### src/smsp_params.svh
// constants for the serial master/slave port: offsets, field positions,
// reset values and divider counts.
// assumes an 8-bit register port at the printed addresses and a 100 MHz clock.
`ifndef SMSP_PARAMS_SVH
`define SMSP_PARAMS_SVH

// register addresses
`define SMSP_ADDR_W        8
`define SMSP_OFS_DATA      8'h21
`define SMSP_OFS_CTRL      8'h22
`define SMSP_OFS_STAT      8'h23

// control register fields
`define SMSP_CR_IRQ_EN     7
`define SMSP_CR_PORT_EN    6
`define SMSP_CR_DIV_EN     5
`define SMSP_CR_MASTER     4
`define SMSP_CR_CLOCK_POLARITY       3
`define SMSP_CR_CLOCK_PHASE       2
`define SMSP_CR_RATE_HI    1
`define SMSP_CR_RATE_LO    0

// control/status register fields
`define SMSP_SR_DONE       7
`define SMSP_SR_WRITE_COLLISION_FLAG       6
`define SMSP_SR_OVR        5
`define SMSP_SR_MODE_FAULT_FLAG       4
`define SMSP_SR_OUT_DIS    2
`define SMSP_SR_SEL_MGMT   1
`define SMSP_SR_INT_SEL    0

// reset values
`define SMSP_CTRL_RST      8'h00
`define SMSP_STAT_RST      8'h00
`define SMSP_BYTE_RST      8'h00

// byte framing
`define SMSP_LAST_BIT      3'h7
`define SMSP_LAST_TOGGLE   4'hf

// half-period counts of the master serial clock, in cpu cycles
`define SMSP_HALF_DIV4     7'h02
`define SMSP_HALF_DIV8     7'h04
`define SMSP_HALF_DIV16    7'h08
`define SMSP_HALF_DIV32    7'h10
`define SMSP_HALF_DIV64    7'h20
`define SMSP_HALF_DIV128   7'h40

`endif

### src/smsp_pkg.sv
// types shared by the serial master/slave port.
// assumes smsp_params.svh holds all numeric constants.
package smsp_pkg;

   // master sequencer states
   typedef enum logic {
      SMSP_IDLE,
      SMSP_RUN
   } smsp_mst_state_t;

endpackage : smsp_pkg

### src/smsp_core.sv
// serial master/slave port: registers, shift engine and pin control.
// assumes cpu-side strobes and serial pins are synchronous to clk_in.
//
// What this block does
// - interrupt when enabled and done/overrun/fault set
// - port enable resets low, gates pins
// - select low as master drops enable, master
// - rate code picks cpu/4 to cpu/128
// - rate bits ignored in slave mode
// - master drives clock, swaps data pins
// - polarity sets clock idle level
// - phase picks first or second capture edge
// - done flag: status then data access clears
// - data writes ignored while done set, until status read
// - collision flag on busy write, no interrupt
// - overrun on done while flag set
// - fault flag: control access then write clears
// - output disable stops data output drive
// - software select replaces select pin
// - internal select low means selected
// - data write loads shifter, master starts
// - finished byte copied to read buffer unless overrun
// - colliding write leaves transfer untouched
// - fault blocks setting enable and master
`include "smsp_params.svh"

module smsp_core (
   input  wire logic                    clk_in,       // cpu clock, 100 MHz
   input  wire logic                    rst_in,       // sync reset, active high
   input  wire logic [`SMSP_ADDR_W-1:0] addr_in,      // register address
   input  wire logic [7:0]              wdata_in,     // write data
   input  wire logic                    wr_in,        // write strobe
   input  wire logic                    rd_in,        // read strobe
   output logic      [7:0]              rdata_out,    // read data, cycle after rd
   output logic                         irq_out,      // port interrupt, high
   input  wire logic                    sck_in,       // serial clock pin level
   output logic                         sck_out,      // serial clock drive value
   output logic                         sck_oe_n_out, // low while driving clock
   input  wire logic                    mosi_in,      // master-out pin level
   output logic                         mosi_out,     // master-out drive value
   output logic                         mosi_oe_n_out,// low while driving mosi
   input  wire logic                    miso_in,      // master-in pin level
   output logic                         miso_out,     // master-in drive value
   output logic                         miso_oe_n_out,// low while driving miso
   input  wire logic                    ss_n_in       // slave select pin, low
);

   // control fields
   logic       irq_en_q;
   logic       port_enable_q;
   logic       divider_enable_q;
   logic       master_select_q;
   logic       clock_polarity_q;
   logic       clock_phase_q;
   logic [1:0] rate_select_q;
   // status fields
   logic       transfer_done_flag_q;
   logic       write_collision_flag_q;
   logic       overrun_flag_q;
   logic       mode_fault_flag_q;
   logic       output_disable_q;
   logic       select_management_q;
   logic       internal_select_q;
   // clearing-sequence arms
   logic       status_seen_q;
   logic       ctrl_seen_q;
   // shift engine
   logic [7:0] shreg_q;
   logic [7:0] rxbuf_q;
   logic [2:0] bit_cnt_q;
   logic       have_bit_q;
   logic       rx_bit_q;
   logic       sck_prev_q;
   logic       sck_q;
   logic [3:0] toggle_q;
   logic [7:0] rdata_q;
   smsp_pkg::smsp_mst_state_t state_q;

   // decoded accesses
   logic wr_data, wr_ctrl, wr_stat;
   logic rd_data, rd_ctrl, rd_stat;
   logic data_access, done_clr;
   // engine terms
   logic ss_int, slave_act, m_run, m_tick;
   logic s_lead, s_trail, m_lead, m_trail;
   logic lead, trail, cap_edge, sft_edge;
   logic din, last_cap, busy, engine_clr;
   logic data_wr_ok, write_collision_flag_set, mode_fault_flag_evt, buf_free;
   logic [7:0] final_byte;

   // a literal cannot be bit-selected, so the reset pattern is named first
   localparam logic [7:0] stat_rst = `SMSP_STAT_RST;

   // address match, used by every strobe decode
   function automatic logic hit(input logic [`SMSP_ADDR_W-1:0] a,
                                input logic [`SMSP_ADDR_W-1:0] ofs);
      hit = (a == ofs);
   endfunction : hit

   // strobe decode
   assign wr_data = wr_in && hit(addr_in, `SMSP_OFS_DATA);
   assign wr_ctrl = wr_in && hit(addr_in, `SMSP_OFS_CTRL);
   assign wr_stat = wr_in && hit(addr_in, `SMSP_OFS_STAT);
   assign rd_data = rd_in && hit(addr_in, `SMSP_OFS_DATA);
   assign rd_ctrl = rd_in && hit(addr_in, `SMSP_OFS_CTRL);
   assign rd_stat = rd_in && hit(addr_in, `SMSP_OFS_STAT);
   assign data_access = rd_data || wr_data;

   assign ss_int = select_management_q ? internal_select_q : ss_n_in;

   // slave takes part only while enabled and selected
   assign slave_act = port_enable_q && !master_select_q && !ss_int;

   assign mode_fault_flag_evt = port_enable_q && master_select_q && !ss_int;

   // slave edges judged against idle level
   assign s_lead  = slave_act && (sck_prev_q == clock_polarity_q)
                    && (sck_in != clock_polarity_q);
   assign s_trail = slave_act && (sck_prev_q != clock_polarity_q)
                    && (sck_in == clock_polarity_q);

   // master edges come from its own divided clock
   assign m_run   = (state_q == smsp_pkg::SMSP_RUN);
   assign m_lead  = m_tick && (sck_q == clock_polarity_q);
   assign m_trail = m_tick && (sck_q != clock_polarity_q);
   assign lead    = s_lead || m_lead;
   assign trail   = s_trail || m_trail;

   assign cap_edge = clock_phase_q ? trail : lead;
   assign sft_edge = clock_phase_q ? lead : trail;

   assign din = master_select_q ? miso_in : mosi_in;

   assign last_cap   = cap_edge && (bit_cnt_q == `SMSP_LAST_BIT);
   assign final_byte = {shreg_q[6:0], din};

   // slave busy from first capture; master busy for its whole clock train
   assign busy = master_select_q ? m_run : ((bit_cnt_q != 3'h0) || have_bit_q);
   assign engine_clr = !port_enable_q || (!master_select_q && ss_int);

   assign done_clr = status_seen_q && data_access;

   assign data_wr_ok = wr_data && (!transfer_done_flag_q || status_seen_q) && !busy;

   assign write_collision_flag_set = wr_data && busy;

   // buffer only refills when the done flag is free or being cleared
   assign buf_free = !transfer_done_flag_q || done_clr;

   smsp_clkdiv u_clkdiv (
      .clk_in            (clk_in),
      .rst_in            (rst_in),
      .run_in            (m_run),
      .divider_enable_in (divider_enable_q),
      .rate_select_in    (rate_select_q),
      .tick_out          (m_tick)
   );

   // control register
   always_ff @(posedge clk_in) begin
      if (rst_in) begin
         {irq_en_q, port_enable_q, divider_enable_q, master_select_q,
          clock_polarity_q, clock_phase_q, rate_select_q} <= `SMSP_CTRL_RST;
      end else begin
         if (wr_ctrl) begin
            irq_en_q         <= wdata_in[`SMSP_CR_IRQ_EN];
            divider_enable_q <= wdata_in[`SMSP_CR_DIV_EN];
            clock_polarity_q <= wdata_in[`SMSP_CR_CLOCK_POLARITY];
            clock_phase_q    <= wdata_in[`SMSP_CR_CLOCK_PHASE];
            rate_select_q    <= wdata_in[`SMSP_CR_RATE_HI:`SMSP_CR_RATE_LO];
            port_enable_q    <= wdata_in[`SMSP_CR_PORT_EN]
                                && (!mode_fault_flag_q || ctrl_seen_q);
            master_select_q  <= wdata_in[`SMSP_CR_MASTER]
                                && (!mode_fault_flag_q || ctrl_seen_q);
         end
         if (mode_fault_flag_evt) begin
            port_enable_q   <= 1'b0;
            master_select_q <= 1'b0;
         end
      end
   end

   // software-owned bits of the control/status register; bit 3 is not stored
   always_ff @(posedge clk_in) begin
      if (rst_in) begin
         output_disable_q    <= stat_rst[`SMSP_SR_OUT_DIS];
         select_management_q <= stat_rst[`SMSP_SR_SEL_MGMT];
         internal_select_q   <= stat_rst[`SMSP_SR_INT_SEL];
      end else if (wr_stat) begin
         output_disable_q    <= wdata_in[`SMSP_SR_OUT_DIS];
         select_management_q <= wdata_in[`SMSP_SR_SEL_MGMT];
         internal_select_q   <= wdata_in[`SMSP_SR_INT_SEL];
      end
   end

   // clearing-sequence arms
   always_ff @(posedge clk_in) begin
      if (rst_in) begin
         status_seen_q <= 1'b0;
         ctrl_seen_q   <= 1'b0;
      end else begin
         if (rd_stat) begin
            status_seen_q <= 1'b1;
         end else if (data_access) begin
            status_seen_q <= 1'b0;
         end
         if (!mode_fault_flag_q) begin
            ctrl_seen_q <= 1'b0;
         end else if (rd_ctrl || wr_ctrl) begin
            ctrl_seen_q <= 1'b1;
         end
      end
   end

   // hardware flags: a set in the same cycle as a clear always wins
   always_ff @(posedge clk_in) begin
      if (rst_in) begin
         transfer_done_flag_q   <= stat_rst[`SMSP_SR_DONE];
         write_collision_flag_q <= stat_rst[`SMSP_SR_WRITE_COLLISION_FLAG];
         overrun_flag_q         <= stat_rst[`SMSP_SR_OVR];
         mode_fault_flag_q      <= stat_rst[`SMSP_SR_MODE_FAULT_FLAG];
      end else begin
         if (last_cap) begin
            transfer_done_flag_q <= 1'b1;
         end else if (done_clr) begin
            transfer_done_flag_q <= 1'b0;
         end
         if (write_collision_flag_set) begin
            write_collision_flag_q <= 1'b1;
         end else if (done_clr) begin
            write_collision_flag_q <= 1'b0;
         end
         if (last_cap && !buf_free) begin
            overrun_flag_q <= 1'b1;
         end else if (rd_stat) begin
            overrun_flag_q <= 1'b0;
         end
         if (mode_fault_flag_evt) begin
            mode_fault_flag_q <= 1'b1;
         end else if (wr_ctrl && ctrl_seen_q) begin
            mode_fault_flag_q <= 1'b0;
         end
      end
   end

   always_ff @(posedge clk_in) begin
      if (rst_in) begin
         shreg_q <= `SMSP_BYTE_RST;
      end else if (data_wr_ok) begin
         shreg_q <= wdata_in;
      end else if (last_cap) begin
         shreg_q <= final_byte;
      end else if (sft_edge && have_bit_q) begin
         shreg_q <= {shreg_q[6:0], rx_bit_q};
      end
   end

   // bit bookkeeping; a deselected slave or disabled port starts afresh
   always_ff @(posedge clk_in) begin
      if (rst_in || engine_clr || data_wr_ok || last_cap) begin
         bit_cnt_q  <= 3'h0;
         have_bit_q <= 1'b0;
         rx_bit_q   <= 1'b0;
      end else if (cap_edge) begin
         bit_cnt_q  <= bit_cnt_q + 3'h1;
         have_bit_q <= 1'b1;
         rx_bit_q   <= din;
      end else if (sft_edge) begin
         have_bit_q <= 1'b0;
      end
   end

   always_ff @(posedge clk_in) begin
      if (rst_in) begin
         rxbuf_q <= `SMSP_BYTE_RST;
      end else if (last_cap && buf_free) begin
         rxbuf_q <= final_byte;
      end
   end

   // slave clock sample, compared with the live pin for edge detection
   always_ff @(posedge clk_in) begin
      if (rst_in) begin
         sck_prev_q <= 1'b0;
      end else begin
         sck_prev_q <= sck_in;
      end
   end

   // master start on write
   // sixteen half periods per byte, clock back at idle level afterwards
   always_ff @(posedge clk_in) begin
      if (rst_in) begin
         state_q  <= smsp_pkg::SMSP_IDLE;
         toggle_q <= 4'h0;
      end else begin
         case (state_q)
            smsp_pkg::SMSP_IDLE: begin
               toggle_q <= 4'h0;
               if (data_wr_ok && master_select_q && port_enable_q) begin
                  state_q <= smsp_pkg::SMSP_RUN;
               end
            end
            smsp_pkg::SMSP_RUN: begin
               if (!port_enable_q || !master_select_q) begin
                  state_q <= smsp_pkg::SMSP_IDLE;
               end else if (m_tick) begin
                  toggle_q <= toggle_q + 4'h1;
                  if (toggle_q == `SMSP_LAST_TOGGLE) begin
                     state_q <= smsp_pkg::SMSP_IDLE;
                  end
               end
            end
            default: begin
               state_q <= smsp_pkg::SMSP_IDLE;
            end
         endcase
      end
   end

   always_ff @(posedge clk_in) begin
      if (rst_in) begin
         sck_q <= 1'b0;
      end else if (!m_run) begin
         sck_q <= clock_polarity_q;
      end else if (m_tick) begin
         sck_q <= ~sck_q;
      end
   end

   // read data stands one cycle after the strobe; unmapped reads give zero
   always_ff @(posedge clk_in) begin
      if (rst_in) begin
         rdata_q <= 8'h00;
      end else if (rd_data) begin
         rdata_q <= rxbuf_q;
      end else if (rd_ctrl) begin
         rdata_q <= {irq_en_q, port_enable_q, divider_enable_q, master_select_q,
                     clock_polarity_q, clock_phase_q, rate_select_q};
      end else if (rd_stat) begin
         rdata_q <= {transfer_done_flag_q, write_collision_flag_q, overrun_flag_q,
                     mode_fault_flag_q, 1'b0, output_disable_q,
                     select_management_q, internal_select_q};
      end else begin
         rdata_q <= 8'h00;
      end
   end
   assign rdata_out = rdata_q;

   assign irq_out = irq_en_q
                    && (transfer_done_flag_q || overrun_flag_q || mode_fault_flag_q);

   assign sck_out      = sck_q;
   assign sck_oe_n_out = !(port_enable_q && master_select_q);

   // output disable gates data drive
   // a slave only drives miso while selected, to share the line with others
   assign mosi_out      = shreg_q[7];
   assign mosi_oe_n_out = !(port_enable_q && master_select_q && !output_disable_q);
   assign miso_out      = shreg_q[7];
   assign miso_oe_n_out = !(port_enable_q && !master_select_q && !output_disable_q
                            && !ss_int);

endmodule : smsp_core

### src/smsp_clkdiv.sv
// master serial clock divider: one tick per half period of the serial clock.
// assumes run_in is held high for the whole of a master transfer.
`include "smsp_params.svh"

module smsp_clkdiv (
   input  wire logic       clk_in,            // cpu clock
   input  wire logic       rst_in,            // sync reset, active high
   input  wire logic       run_in,            // divider runs while high
   input  wire logic       divider_enable_in, // rate code, high bit
   input  wire logic [1:0] rate_select_in,    // rate code, low bits
   output logic            tick_out           // half-period pulse
);

   logic [6:0] cnt_q;
   logic [6:0] last_w;

   // rate code to half-period length; unused codes fall back to the slowest
   function automatic logic [6:0] half_count(input logic [2:0] code);
      case (code)
         3'h4:    half_count = `SMSP_HALF_DIV4;
         3'h0:    half_count = `SMSP_HALF_DIV8;
         3'h1:    half_count = `SMSP_HALF_DIV16;
         3'h6:    half_count = `SMSP_HALF_DIV32;
         3'h2:    half_count = `SMSP_HALF_DIV64;
         3'h3:    half_count = `SMSP_HALF_DIV128;
         default: half_count = `SMSP_HALF_DIV128;
      endcase
   endfunction : half_count

   assign last_w   = half_count({divider_enable_in, rate_select_in}) - 7'h01;
   assign tick_out = run_in && (cnt_q == last_w);

   // counter restarts whenever the master is idle, so the first edge is a full half period
   always_ff @(posedge clk_in) begin
      if (rst_in || !run_in || tick_out) begin
         cnt_q <= 7'h00;
      end else begin
         cnt_q <= cnt_q + 7'h01;
      end
   end

endmodule : smsp_clkdiv

### config.mk
export PLATFORM = sky130hd
export DESIGN_NAME = smsp_core
export DESIGN_NICKNAME = d
export VERILOG_FILES = /design/src/smsp_pkg.sv /design/src/smsp_core.sv /design/src/smsp_clkdiv.sv
export VERILOG_INCLUDE_DIRS = /design/src
export SDC_FILE = /design/constraint.sdc
export NUM_CORES = 1
export LEC_CHECK = 0
export BUFFER_PORTS_ARGS = -buffer_cell sky130_fd_sc_hd__buf_4
export CAP_MARGIN = 40
export CORE_UTILIZATION = 52
export DETAILED_ROUTE_END_ITERATION = 8
export PLACE_DENSITY = 0.77
export RECOVER_POWER = 50
export SYNTH_ARGS = -nofsm -noshare
export SYNTH_HDL_FRONTEND = slang
export SYNTH_SLANG_ARGS = --single-unit
### constraint.sdc
create_clock -name clk_in -period 2.8 [get_ports clk_in]
set_input_delay 0.28 -clock clk_in [delete_from_list [all_inputs] [get_ports clk_in]]
set_output_delay 0.28 -clock clk_in [all_outputs]
set_load 0.05 [all_outputs]
Yosys cells after proc, flatten, opt, wreduce, memory -nomap -nowiden
Index checks and enable logic that the tools add are counted.
Word-level totals
  logic and storage cells: 161
  register bits: 60
  memory bits (writable): 0
  ROM bits: 0
  memories: 0
  latch bits: 0
Cells by class
  reductions and logical operators: 76
  muxes and demuxes: 33
  shift operators: 0
  multipliers: 0
  bitwise logic cells: 3
  $add $sub $neg: 4
  magnitude comparators: 0
  divide/modulo/power cells: 0
  equal/unequal tests: 18
Operator list (count)
  two-way mux 8 bit: 6
  logical AND 1 bit: 35
  case mux 7 bit (5 select lines): 1
  equality test 8 x 6 -> 1 bit, second input constant: 3
  two-way mux 1 bit: 22
  logical OR 1 bit: 17
  zero test 1 bit: 12
  nonzero test 2 bit: 6
  equality test 3 bit, second input constant: 3
  two-way mux 4 bit: 2
  case mux 4 bit (2 select lines): 1
  adder 7 x 1 -> 7 bit, second input constant: 1
  equality test 7 bit: 1
  subtractor 7 x 1 -> 7 bit, second input constant: 1
  nonzero test 3 bit: 2
  adder 4 x 1 -> 4 bit, second input constant: 1
  equality test 4 bit, second input constant: 1
  OR reduction 2 bit: 2
  adder 3 x 1 -> 3 bit, second input constant: 1
  equality test 1 bit: 3
  equality test 3 x 1 -> 1 bit, second input constant: 1
  equality test 3 x 2 -> 1 bit, second input constant: 1
  zero test 3 bit: 1
  inequality test 1 bit: 3
  other kinds (5): 7

Longest topological paths before layout
Gate-level depths: netlist of the first run.
  word-level depth: 12
  depth in mapped cells: 12

Cells and area by module
From an unflattened synthesis of the first run, not the netlist that was laid out.
Second synthesis, totals
  cell total of the unflattened synthesis: 311
  area total of the unflattened synthesis: 2924.1 um^2
By module, submodules not included
  smsp_core: cells each 268, times used 1, area each 2522.4 um^2
  smsp_clkdiv: cells each 43, times used 1, area each 401.6 um^2

Least setup slack after synthesis of the first run
Ideal clock, no wire load.
  path kind: register to register
  start point: register divider_enable_q
  end point: register rxbuf_q[0]
  period minus slack after synthesis: 2912 ps
  stages on the path, launching flop included: 11
  data arrival time: 2785 ps
  path buffers: 1
  setup slack: -112 ps
  library setup time: 128 ps
  cells stage by stage: dfxtp_1 > buf_4 > or3_1 > ha_1 > xnor2_1 > a2111oi_4 > nand3_1 > o31a_1 > nor4_4 > mux2i_1 > nor2_1
Between the ends
  longest elaborated chain between the ends: 10
  elaborated cells between the ends (all ways): 16
  those cells by class: 1 x add/sub; 5 x eq/ne; 2 x mux; 8 x reduce/logical
RTL lines
  start, declared: line smsp_core.sv:51  | logic divider_enable_q;
  start signal, assigned: line smsp_core.sv:167  | divider_enable_q <= wdata_in[`SMSP_CR_DIV_EN];
  equality test 3 x 2 -> 1 bit (tied with other cells): line smsp_clkdiv.sv:19  | case (code)
  case mux 7 bit (5 select lines) (*): line smsp_clkdiv.sv:19
  subtractor 7 x 1 -> 7 bit (*): line smsp_clkdiv.sv:30  | assign last_w = half_count({divider_enable_in, rate_select_in}) - 7'h01;
  equality test 7 bit (*): line smsp_clkdiv.sv:31  | assign tick_out = run_in && (cnt_q == last_w);
  logical AND 1 bit (*): line smsp_clkdiv.sv:31
  logical AND 1 bit, on equally long branches: line smsp_core.sv:124, smsp_core.sv:125
  logical OR 1 bit, on equally long branches: line smsp_core.sv:126, smsp_core.sv:127
  two-way mux 1 bit (*): line smsp_core.sv:129  | assign cap_edge = clock_phase_q ? trail : lead;
  logical AND 1 bit (*): line smsp_core.sv:134  | assign last_cap = cap_edge && (bit_cnt_q == `SMSP_LAST_BIT);
  logical AND 1 bit (*): line smsp_core.sv:276  | end else if (last_cap && buf_free) begin
  end signal, assigned: line smsp_core.sv:275  | rxbuf_q <= `SMSP_BYTE_RST;
  end signal, assigned: line smsp_core.sv:277  | rxbuf_q <= final_byte;
  end, declared: line smsp_core.sv:69  | logic [7:0] rxbuf_q;
Mark *: on every way between the ends. The rest lies on a longest branch, timed or not.
A chain may end at the register's enable or synchronous reset.

Worst setup path after layout of the first run
  start point: register rate_select_q[1]
  end point: register rxbuf_q[3]
Between the ends
  longest elaborated chain between the ends: 10
  elaborated cells between the ends (all ways): 16
  those cells by class: 1 x add/sub; 5 x eq/ne; 2 x mux; 8 x reduce/logical
RTL lines
  start, declared: line smsp_core.sv:55  | logic [1:0] rate_select_q;
  start signal, assigned: line smsp_core.sv:163  | clock_polarity_q, clock_phase_q, rate_select_q} <= `SMSP_CTRL_RST;
  start signal, assigned: line smsp_core.sv:170  | rate_select_q <= wdata_in[`SMSP_CR_RATE_HI:`SMSP_CR_RATE_LO];
  equality test 3 x 2 -> 1 bit (tied with other cells): line smsp_clkdiv.sv:19
  case mux 7 bit (5 select lines) (*): line smsp_clkdiv.sv:19
  subtractor 7 x 1 -> 7 bit (*): line smsp_clkdiv.sv:30
  equality test 7 bit (*): line smsp_clkdiv.sv:31
  logical AND 1 bit (*): line smsp_clkdiv.sv:31
  logical AND 1 bit, on equally long branches: line smsp_core.sv:124, smsp_core.sv:125
  logical OR 1 bit, on equally long branches: line smsp_core.sv:126, smsp_core.sv:127
  two-way mux 1 bit (*): line smsp_core.sv:129
  logical AND 1 bit (*): line smsp_core.sv:134
  logical AND 1 bit (*): line smsp_core.sv:276
Marked as above.

==> results.ini, run 1 <==
[run_status]
outcome = finished clean

[synthesis]
ys_async_sr_fraction_pct = 0
muxShareOfSynthArea_pct = 11.8
avgSynthCellArea_um2 = 8.84
synthXorXnorAreaFrac_pct = 4.13
syn-cell-area_um2 = 2970
yosysWarnings = 0
synth_top_family_by_area = simple AND/OR/NAND/NOR gates
ys_types = 49
synth_edf_count = 0
yosys_most_used_dff = dfxtp_1
synthSimpleGateAreaFrac_pct = 22.5
netlist_instances = 336
synth-seq-cells = 60
synthAdderAreaFrac_pct = 2.53
synth-compound-area-share_pct = 14.5
synth_fp_nets = 366
yosysSeqAreaShare_pct = 40.5

[cells_and_area]
nFillCells = 437
area_growth_syn_to_layout_pct = 27.0
drive_gt1_share_pct = 25.0
antennaDiodeCount = 0
fin_cells = 464
finalNetCount = 417

[timing]
tightest_slew_ps = 429
period_minus_slack_ps = 2800
report.final.slew_viol_count = 0
finalHoldViolations = 0
tns_ps = 0
layout_setup_ws_ps = 2.17
fmax_ghz = 0.357
fin_crit_sh_pct = 99.9
relSlewSlack_pct = 70.6
holdWs_ps = 198
skew_ps = 6.98
rsz0062_at_grt = true
setup_viol = 0

[clock_network]
clk_latency_ps = 340
htreeDepth = 3
hold_buffers = 0
clk_pin_slew_ps = 70
cts_tree = done
cts_num_sinks = 60
cts_buffers = 9
clock_path_buffers = 2
root_buffer = clkbuf_8

[global_route]
grt_remaining_overflow = 0
grt_pass1_vias = 2490
grt_util_all_layers_pct = 25.8
antenna_found_initial = 0
grt_max_degree = 45
grt_pass1_wl_um = 11900

[route]
drt_iter0_drc = 186
vias = 2619
wl_per_cell_um = 15.9
postRouteAntennaNets = 0
viasPerCell = 5.64
drt_pass1_iterations = 4
drc = 0
routed_wl_um = 7380

[critical_path]
cp.arrival_ps = 3010
cp.required_ps = 3010
r2r_setup_slack_ps = 2
crit_type = reg2reg
worstPathMaxFanout = 8
start_kind = register
cp-end-kind = register

[power]
leakage_nw = 1.38
powerDensity_nw_per_um2 = 453
finalPower_w = 0.00171
irDropWorstVdd_mv = 0.440

[min_path]
min_path_type = in2reg

[floorplan]
die_y_um = 77.6
pin_count = 39
rows = 27
die_area_um2 = 6020
die_x_um = 77.6
coreArea_um2 = 5510
start_util_pct = 53.9

[run]
max_cap_viol_count = 0

[place]
place_ws_ps = 42.8
hpwl_um = 5280
portBuffers = 38
dp_cells = 441
gp_congestion = 0.928

registers in the layout (all words and copies together) (netlist names), 2 cells and up:
name,flops
rdata_out,8
rxbuf_q,8
shreg_q,8
u_clkdiv.cnt_q,7
toggle_q,4
bit_cnt_q,3
rate_select_q,2
metal layers:
layer,part of all wire (%),global-route usage (%),wire (um),vias to the layer above
met4,1.8,9.06,133,0
li1,-,-,-,1299
met2,50,45.0,3690,63
met5,0,0,0,-
met3,5.0,8.24,369,11
met1,43,29.5,3190,1246
where the power goes:
group / switching (W) / internal (W)
registers: 0.00000118 / 0.000854
logic: 0.0000336 / 0.0000290
clock network: 0.000333 / 0.000456
total: 0.000367 / 0.00134
Yosys cell counts, types with 2 or more instances:
cell type,number,area share [%]
a211oi_1,8,2.0
a21oi_1,16,2.7
a221oi_1,3,0.89
a31oi_1,2,0.42
and2_1,4,0.84
and3_1,3,0.63
and3b_1,2,0.59
buf_2,4,0.67
buf_4,2,0.51
clkbuf_1,10,1.3
dfxtp_1,60,40
ha_1,6,2.5
inv_1,10,1.3
mux2i_1,34,11
nand2_1,15,1.9
nand2b_1,6,1.3
nand3_1,12,2.0
nand3b_1,2,0.51
nand4_1,4,0.84
nor2_1,56,7.1
nor2b_1,5,1.1
nor3_1,3,0.51
nor3b_1,5,1.3
nor4_1,7,1.5
o2111ai_1,2,0.59
o211a_1,2,0.67
o211ai_1,2,0.51
o21ai_0,11,1.9
o31a_1,4,1.2
o31ai_1,2,0.51
or2_2,3,0.63
or3_1,2,0.42
xnor2_1,8,2.4
xor2_1,6,1.8
cells by family (layout without fill, tap and decap cells):
family                     after synthesis  in the layout
AOI/OAI and AO/OA                       61             61
xor gates and xnor gates                14             14
adders and majority gates                6              6
buffers and inverters                   28             84
DFF                                     60             60
muxes                                   35             35
and+or+nand+nor                        132            132
critical path, stage by stage, from the launching register on:
cell and delay [ps]:
dfxtp_1 310, or3_4 400, ha_4 170, xor2_2 180
xor2_1 180, o32a_1 270, o31a_1 340, buf_6 130
nor4_4 250, buf_12 180, mux2i_1 190, nor2_1 60
final cells by class:
type	instances	area [um^2]	area share, %
repair buffers	58	459	12.2
clock inverters	4	47.5	1.26
flip-flops and latches	60	1210	32.0
inverters	10	37.5	0.996
multi-input cells	248	1770	47.1
well taps	72	90.1	2.39
clock buffers	12	155	4.12
cells in the final DEF (no fill, tap or decap), drive strengths merged, types with 6 or more instances in the layout:
cell | Yosys | routed
inv | 10 | 10
nor4 | 9 | 9
mux2i | 34 | 34
dfxtp | 60 | 60
xnor2 | 8 | 8
a21oi | 16 | 16
nand3 | 12 | 12
o21ai | 11 | 11
xor2 | 6 | 6
nor2 | 56 | 56
clkbuf | 11 | 12
a211oi | 8 | 8
nand2 | 15 | 15
nand2b | 6 | 6
ha | 6 | 6
buf | 7 | 58
per-stage QoR:
stage               cell area, um^2  util, %
finish                         3770     68.5
global route                   3770     68.5
floorplan                      3000        -
CTS                            3620     65.7
global placement               3410     61.9
detailed placement             3410     61.9
worst paths after layout:
check,startpoint,end,depth (start not counted)
max,rate_select_q[1]$_SDFFE_PP0P_,rxbuf_q[3]$_SDFFE_PP0P_,11
min,wdata_in[7],irq_en_q$_SDFFE_PP0P_,3
max reg2reg,rate_select_q[1]$_SDFFE_PP0P_,rxbuf_q[3]$_SDFFE_PP0P_,11
min reg2reg,status_seen_q$_SDFFE_PP0P_,status_seen_q$_SDFFE_PP0P_,2
repair_timing:
action                                  CTS  global route
gates resized for setup                   1            23
endpoints found under the setup margin    1            21
buffers inserted                          0             7
pin swaps                                 0             7
Power figures use the tool's default switching activity.
==> run 2: changes to the inputs <==
ABC_AREA = 1   (was unset)
CORE_UTILIZATION = 51   (was 52)
PLACE_DENSITY = 0.76   (was 0.77)
==> results.ini, run 2 <==
[floorplan]
pin_count = 39
rows = 27
die_y_um = 77.4
die_x_um = 77.4
start_util_pct = 52.7
die_area_um2 = 6000
coreArea_um2 = 5510

[clock_network]
cts_num_sinks = 60
post-cts-setup-buffer-count = 0
cts_buffers = 9
clk_latency_ps = 340
clock_path_buffers = 2
clk_pin_slew_ps = 70
root_buffer = clkbuf_8
cts_tree = done
htreeDepth = 3

[critical_path]
crit_type = reg2reg
cp.required_ps = 3030
max_stage_delay_ps = 340
path_buf_inv = 3
worstPathMaxFanout = 10
worst_path_max_delay_cell = dfxtp_1
cp.arrival_ps = 2710
cp_cell_sequence = inv_2 > nand2_1 > nor2_1 > inv_1 > ha_1 > inv_1 > nand2_1 > nand3_1 > nor2_1 > nand2_1 > nor2_2 > nand4_1 > nand3_2 > nand2_2 > nor2_4 > nand2_4 > o21ai_0 > nor2_1
crit_family = simple AND/OR/NAND/NOR gates
start_kind = register
cp-end-kind = register

[min_path]
min_path_type = in2reg

[synthesis]
yosysSeqAreaShare_pct = 41.4
syn-cell-area_um2 = 2900
yosys_most_used_dff = dfxtp_1
netlist_top_cells_area = dfxtp_1 (41%), nand2_1 (13%), nor2_1 (9.1%)
yosys.area.top_type = dfxtp_1
synth_top_family_by_area = simple AND/OR/NAND/NOR gates
synth_edf_count = 0
netlist_instances = 420
synth-seq-cells = 60
synth_top_cell_area_share_pct = 41.4
ys_async_sr_fraction_pct = 0
synthSimpleGateAreaFrac_pct = 31.4
synth_common_cells = nand2_1 (98), nor2_1 (70), dfxtp_1 (60), inv_1 (54), a21oi_1 (28)
ys_types = 35
avgSynthCellArea_um2 = 6.91
yosysMostFrequentCell = nand2_1
muxShareOfSynthArea_pct = 0
synthAdderAreaFrac_pct = 2.59
synthXorXnorAreaFrac_pct = 1.81
synth_fp_nets = 450
synth-compound-area-share_pct = 13.1
yosysWarnings = 0

[timing]
skew_ps = 9.79
period_minus_slack_ps = 2480
relSlewSlack_pct = 57.7
fmax_ghz = 0.403
finalHoldViolations = 0
report.final.slew_viol_count = 0
fin_crit_sh_pct = 88.5
tightest_slew_ps = 630
setup_viol = 0
tns_ps = 0
rsz0062_at_grt = false

[route]
viasPerCell = 5.12
drc = 0
drt_iter0_drc = 225
vias = 2744
drt_pass1_iterations = 5
routed_wl_um = 6700
wl_per_cell_um = 12.5
postRouteAntennaNets = 0

[power]
finalPower_w = 0.00170
leakage_nw = 1.35
irDropWorstVdd_mv = 0.349
powerDensity_nw_per_um2 = 505

[cells_and_area]
nFillCells = 513
final_cell_mix = nand2_1 (98), nor2_1 (71), dfxtp_1 (60)
area_growth_syn_to_layout_pct = 15.9
finalNetCount = 491
antennaDiodeCount = 0
drive_gt1_share_pct = 11.2
multiInputGateArea_um2 = 1420
final_common_cell = nand2_1
seqCellArea_um2 = 1200

[global_route]
antenna_found_initial = 0
grt_pass1_vias = 2454
grt_max_degree = 22
grt_pass1_wl_um = 11100
grt_remaining_overflow = 0
grt_util_all_layers_pct = 23.9

[place]
portBuffers = 38
hpwl_um = 5020
gp_congestion = 0.915

[run]
max_cap_viol_count = 0

[run_status]
outcome = finished clean

==> run 2: per-stage QoR <==
step                utilization, %  hold slack [ps]  instances  worst slack, ps  instance area, um^2
global placement              58.7              435        522              494                 3230
global route                  61.1              174        536            0.961                 3360
floorplan                        -              387        420              620                 2900
detailed placement            58.7              438        522              324                 3230
finish                        61.1              167        536              321                 3360
CTS                           62.1              155        536              302                 3420
==> run 2: final cells by class <==
cell class / instances / share of cell area, %
Tap cell: 72 / 2.68
Multi-Input combinational cell: 291 / 42.1
Sequential cell: 60 / 35.7
Clock buffer: 12 / 4.61
Clock inverter: 2 / 1.04
Timing Repair Buffer: 39 / 7.03
Inverter: 60 / 6.85
==> run 2: routing by layer <==
| layer | vias up | wire length [um] | GRT usage, % |
|---|---|---|---|
| met5 | - | 0 | 0 |
| met1 | 1214 | 3210 | 32.3 |
| met3 | 10 | 509 | 5.41 |
| met4 | 0 | 96 | 10.6 |
| met2 | 96 | 2890 | 36.3 |
| li1 | 1424 | - | - |
==> run 2: kinds of logic after synthesis <==
kind of cell | count (synthesis)
compound gates | 67
xor+xnor | 6
buf+inv | 69
flops | 60
simple gates | 212
fa+ha+maj | 6
==> run 2: tightest hold or removal path, cell delays in order <==
cell	delay (ps)
buf_4	90
inv_1	30
nor2_1	60
==> run 2: power by group <==
part | internal, W | leakage (nW) | switching (W) | total [W]
clock | 0.000449 | 0.0983 | 0.000319 | 0.000768
combinational | 0.0000313 | 0.770 | 0.0000389 | 0.0000703
sequential | 0.000857 | 0.484 | 0.00000386 | 0.000861
==> run 2: timing repair <==
action                                 CTS  global route
resized for setup                        0             2
setup endpoints to repair                0             2
hold buffers                             0             0
endpoints found under the hold margin    0             0
==> run 2: worst paths after layout <==
path                                       from                       to  slack (ps)  cells past startpoint
setup / recovery  rate_select_q[0]$_SDFFE_PP0P_  rxbuf_q[0]$_SDFFE_PP0P_         320                     18
hold / removal                           sck_in    sck_prev_q$_SDFF_PP0_         170                      3
setup reg to reg  rate_select_q[0]$_SDFFE_PP0P_  rxbuf_q[0]$_SDFFE_PP0P_         320                     18
hold reg to reg         rxbuf_q[7]$_SDFFE_PP0P_  rxbuf_q[7]$_SDFFE_PP0P_         450                      2
==> run 3: changes to the inputs <==
CORE_ASPECT_RATIO = 0.6   (was unset)
==> results.ini, run 3 (synthesis gave the netlist of run 2 again) <==
[cells_and_area]
seqCellArea_um2 = 1200
area_growth_syn_to_layout_pct = 16.2
final_common_cell = nand2_1
fin_cells = 532
nFillCells = 501
drive_gt1_share_pct = 11.8
finalNetCount = 491
antennaDiodeCount = 0
final_cell_mix = nand2_1 (98), nor2_1 (71), dfxtp_1 (60)
multiInputGateArea_um2 = 1420

[power]
power_frac_clock_pct = 46.0
comb_power_share_pct = 4.3
pwr-share-seq_pct = 49.7
leakage_nw = 1.36
internal_power_w = 0.00135
netSwitchingFraction_pct = 22.3
switchingPower_w = 0.000386
powerDensity_nw_per_um2 = 514
irDropWorstVdd_mv = 0.284

[timing]
fin_crit_sh_pct = 89.6
fmax_ghz = 0.399
relSlewSlack_pct = 55.4
tns_ps = 0
tightest_slew_ps = 669
report.final.slew_viol_count = 0
rsz0062_at_grt = false
period_minus_slack_ps = 2510
skew_ps = 9.97
setup_viol = 0
finalHoldViolations = 0

[global_route]
grt_max_degree = 35
antenna_found_initial = 0
grt_pass1_vias = 2453
grt_remaining_overflow = 0
grt_util_all_layers_pct = 26.0
grt_pass1_wl_um = 11700

[place]
hpwl_um = 5420
dp_cells = 516
gp_congestion = 0.840
portBuffers = 38

[clock_network]
hold_buffers = 0
cts_num_sinks = 60
clk_pin_slew_ps = 70
clock_path_buffers = 2
htreeDepth = 3
cts_tree = done
cts_buffers = 9
clk_latency_ps = 340
root_buffer = clkbuf_8

[critical_path]
cp.arrival_ps = 2750
cp.required_ps = 3040
cp-end-kind = register
start_kind = register
worstPathMaxFanout = 10
crit_type = reg2reg

[route]
wl_per_cell_um = 13.6
vias = 2770
postRouteAntennaNets = 0
drt_pass1_iterations = 5
routed_wl_um = 7210
drt_iter0_drc = 228
viasPerCell = 5.21
drc = 0

[floorplan]
die_area_um2 = 6010
start_util_pct = 55.2
rows = 20
coreArea_um2 = 5260
die_y_um = 60.4
die_x_um = 99.4
pin_count = 39

[run_status]
outcome = finished clean

[run]
max_cap_viol_count = 0

[min_path]
min_path_type = in2reg

==> run 3: cell types whose count changed in the layout (fill, tap and decap cells not counted), sizes merged <==
| cell | change |
|---|---|
| buf | +1 |
| clkbuf | -1 |
| clkinv | +1 |
| clkinvlp | +1 |
==> run 3: worst max-delay path, stage by stage, from the launching register on <==
cell and delay, ps:
dfxtp_1 340, inv_2 90, nand2_1 50, nor2_1 160, inv_1 70, ha_1 290, inv_1 40, nand2_1 50
nand3_1 60, nor2_1 100, nand2_1 60, nor2_2 170, nand4_1 170, nand3_2 130, nand2_2 130, nor2_4 140
nand2_4 100, o21ai_0 190, nor2_1 50
==> run 3: worst paths after layout <==
kind                                               startpoint                         end  slack (ps)  depth (start not counted)
worst min register to register     status_seen_q$_SDFFE_PP0P_  status_seen_q$_SDFFE_PP0P_         460                          2
worst min-delay path                                   sck_in       sck_prev_q$_SDFF_PP0_         160                          3
worst max-delay path            rate_select_q[0]$_SDFFE_PP0P_     rxbuf_q[2]$_SDFFE_PP0P_         290                         18
worst max register to register  rate_select_q[0]$_SDFFE_PP0P_     rxbuf_q[2]$_SDFFE_PP0P_         290                         18
==> run 3: stage by stage <==
step | setup WS (ps) | total power, W | utilization [%] | hold WS, ps | area, um^2
3_5_place_dp | 333 | 0.000953 | 61.4 | 454 | 3220
6_report | 293 | 0.00173 | 64.2 | 165 | 3370
3_3_place_gp | 493 | 0.000951 | 61.4 | 452 | 3220
2_1_floorplan | 620 | 0.000911 | - | 387 | 2900
5_1_grt | 7.42 | 0.00179 | 64.2 | 169 | 3370
4_1_cts | 331 | 0.00174 | 65.2 | 158 | 3430
==> run 3: timing repair <==
item / 4_1_cts / 5_1_grt
setup buffers: 0 / 0
gates resized for setup: 0 / 1
endpoints found under the setup margin: 0 / 1
==> run 3: power by group through the flow <==
stage | Clock, W | Combinational, W | Sequential (W)
after floorplan | 0 | 0.0000324 | 0.000879
after global placement | 0 | 0.0000715 | 0.000880
after detailed placement | 0 | 0.0000727 | 0.000880
after CTS | 0.000804 | 0.0000729 | 0.000861
after global routing | 0.000844 | 0.0000807 | 0.000861
final | 0.000797 | 0.0000737 | 0.000861
==> run 3: area by class of cell <==
class / instances / share of cell area [%]
multi-input combinational: 291 / 42.0
tap: 66 / 2.45
clock buffer: 12 / 4.60
timing repair buffer: 39 / 7.12
inverter: 60 / 6.83
sequential: 60 / 35.6
clock inverter: 4 / 1.41
==> run 3: routing by layer <==
metal	track usage [%]	share of wire, %
met1	38.0	50
met3	8.64	9.7
met4	9.45	2.0
met2	35.4	38
met5	0	0
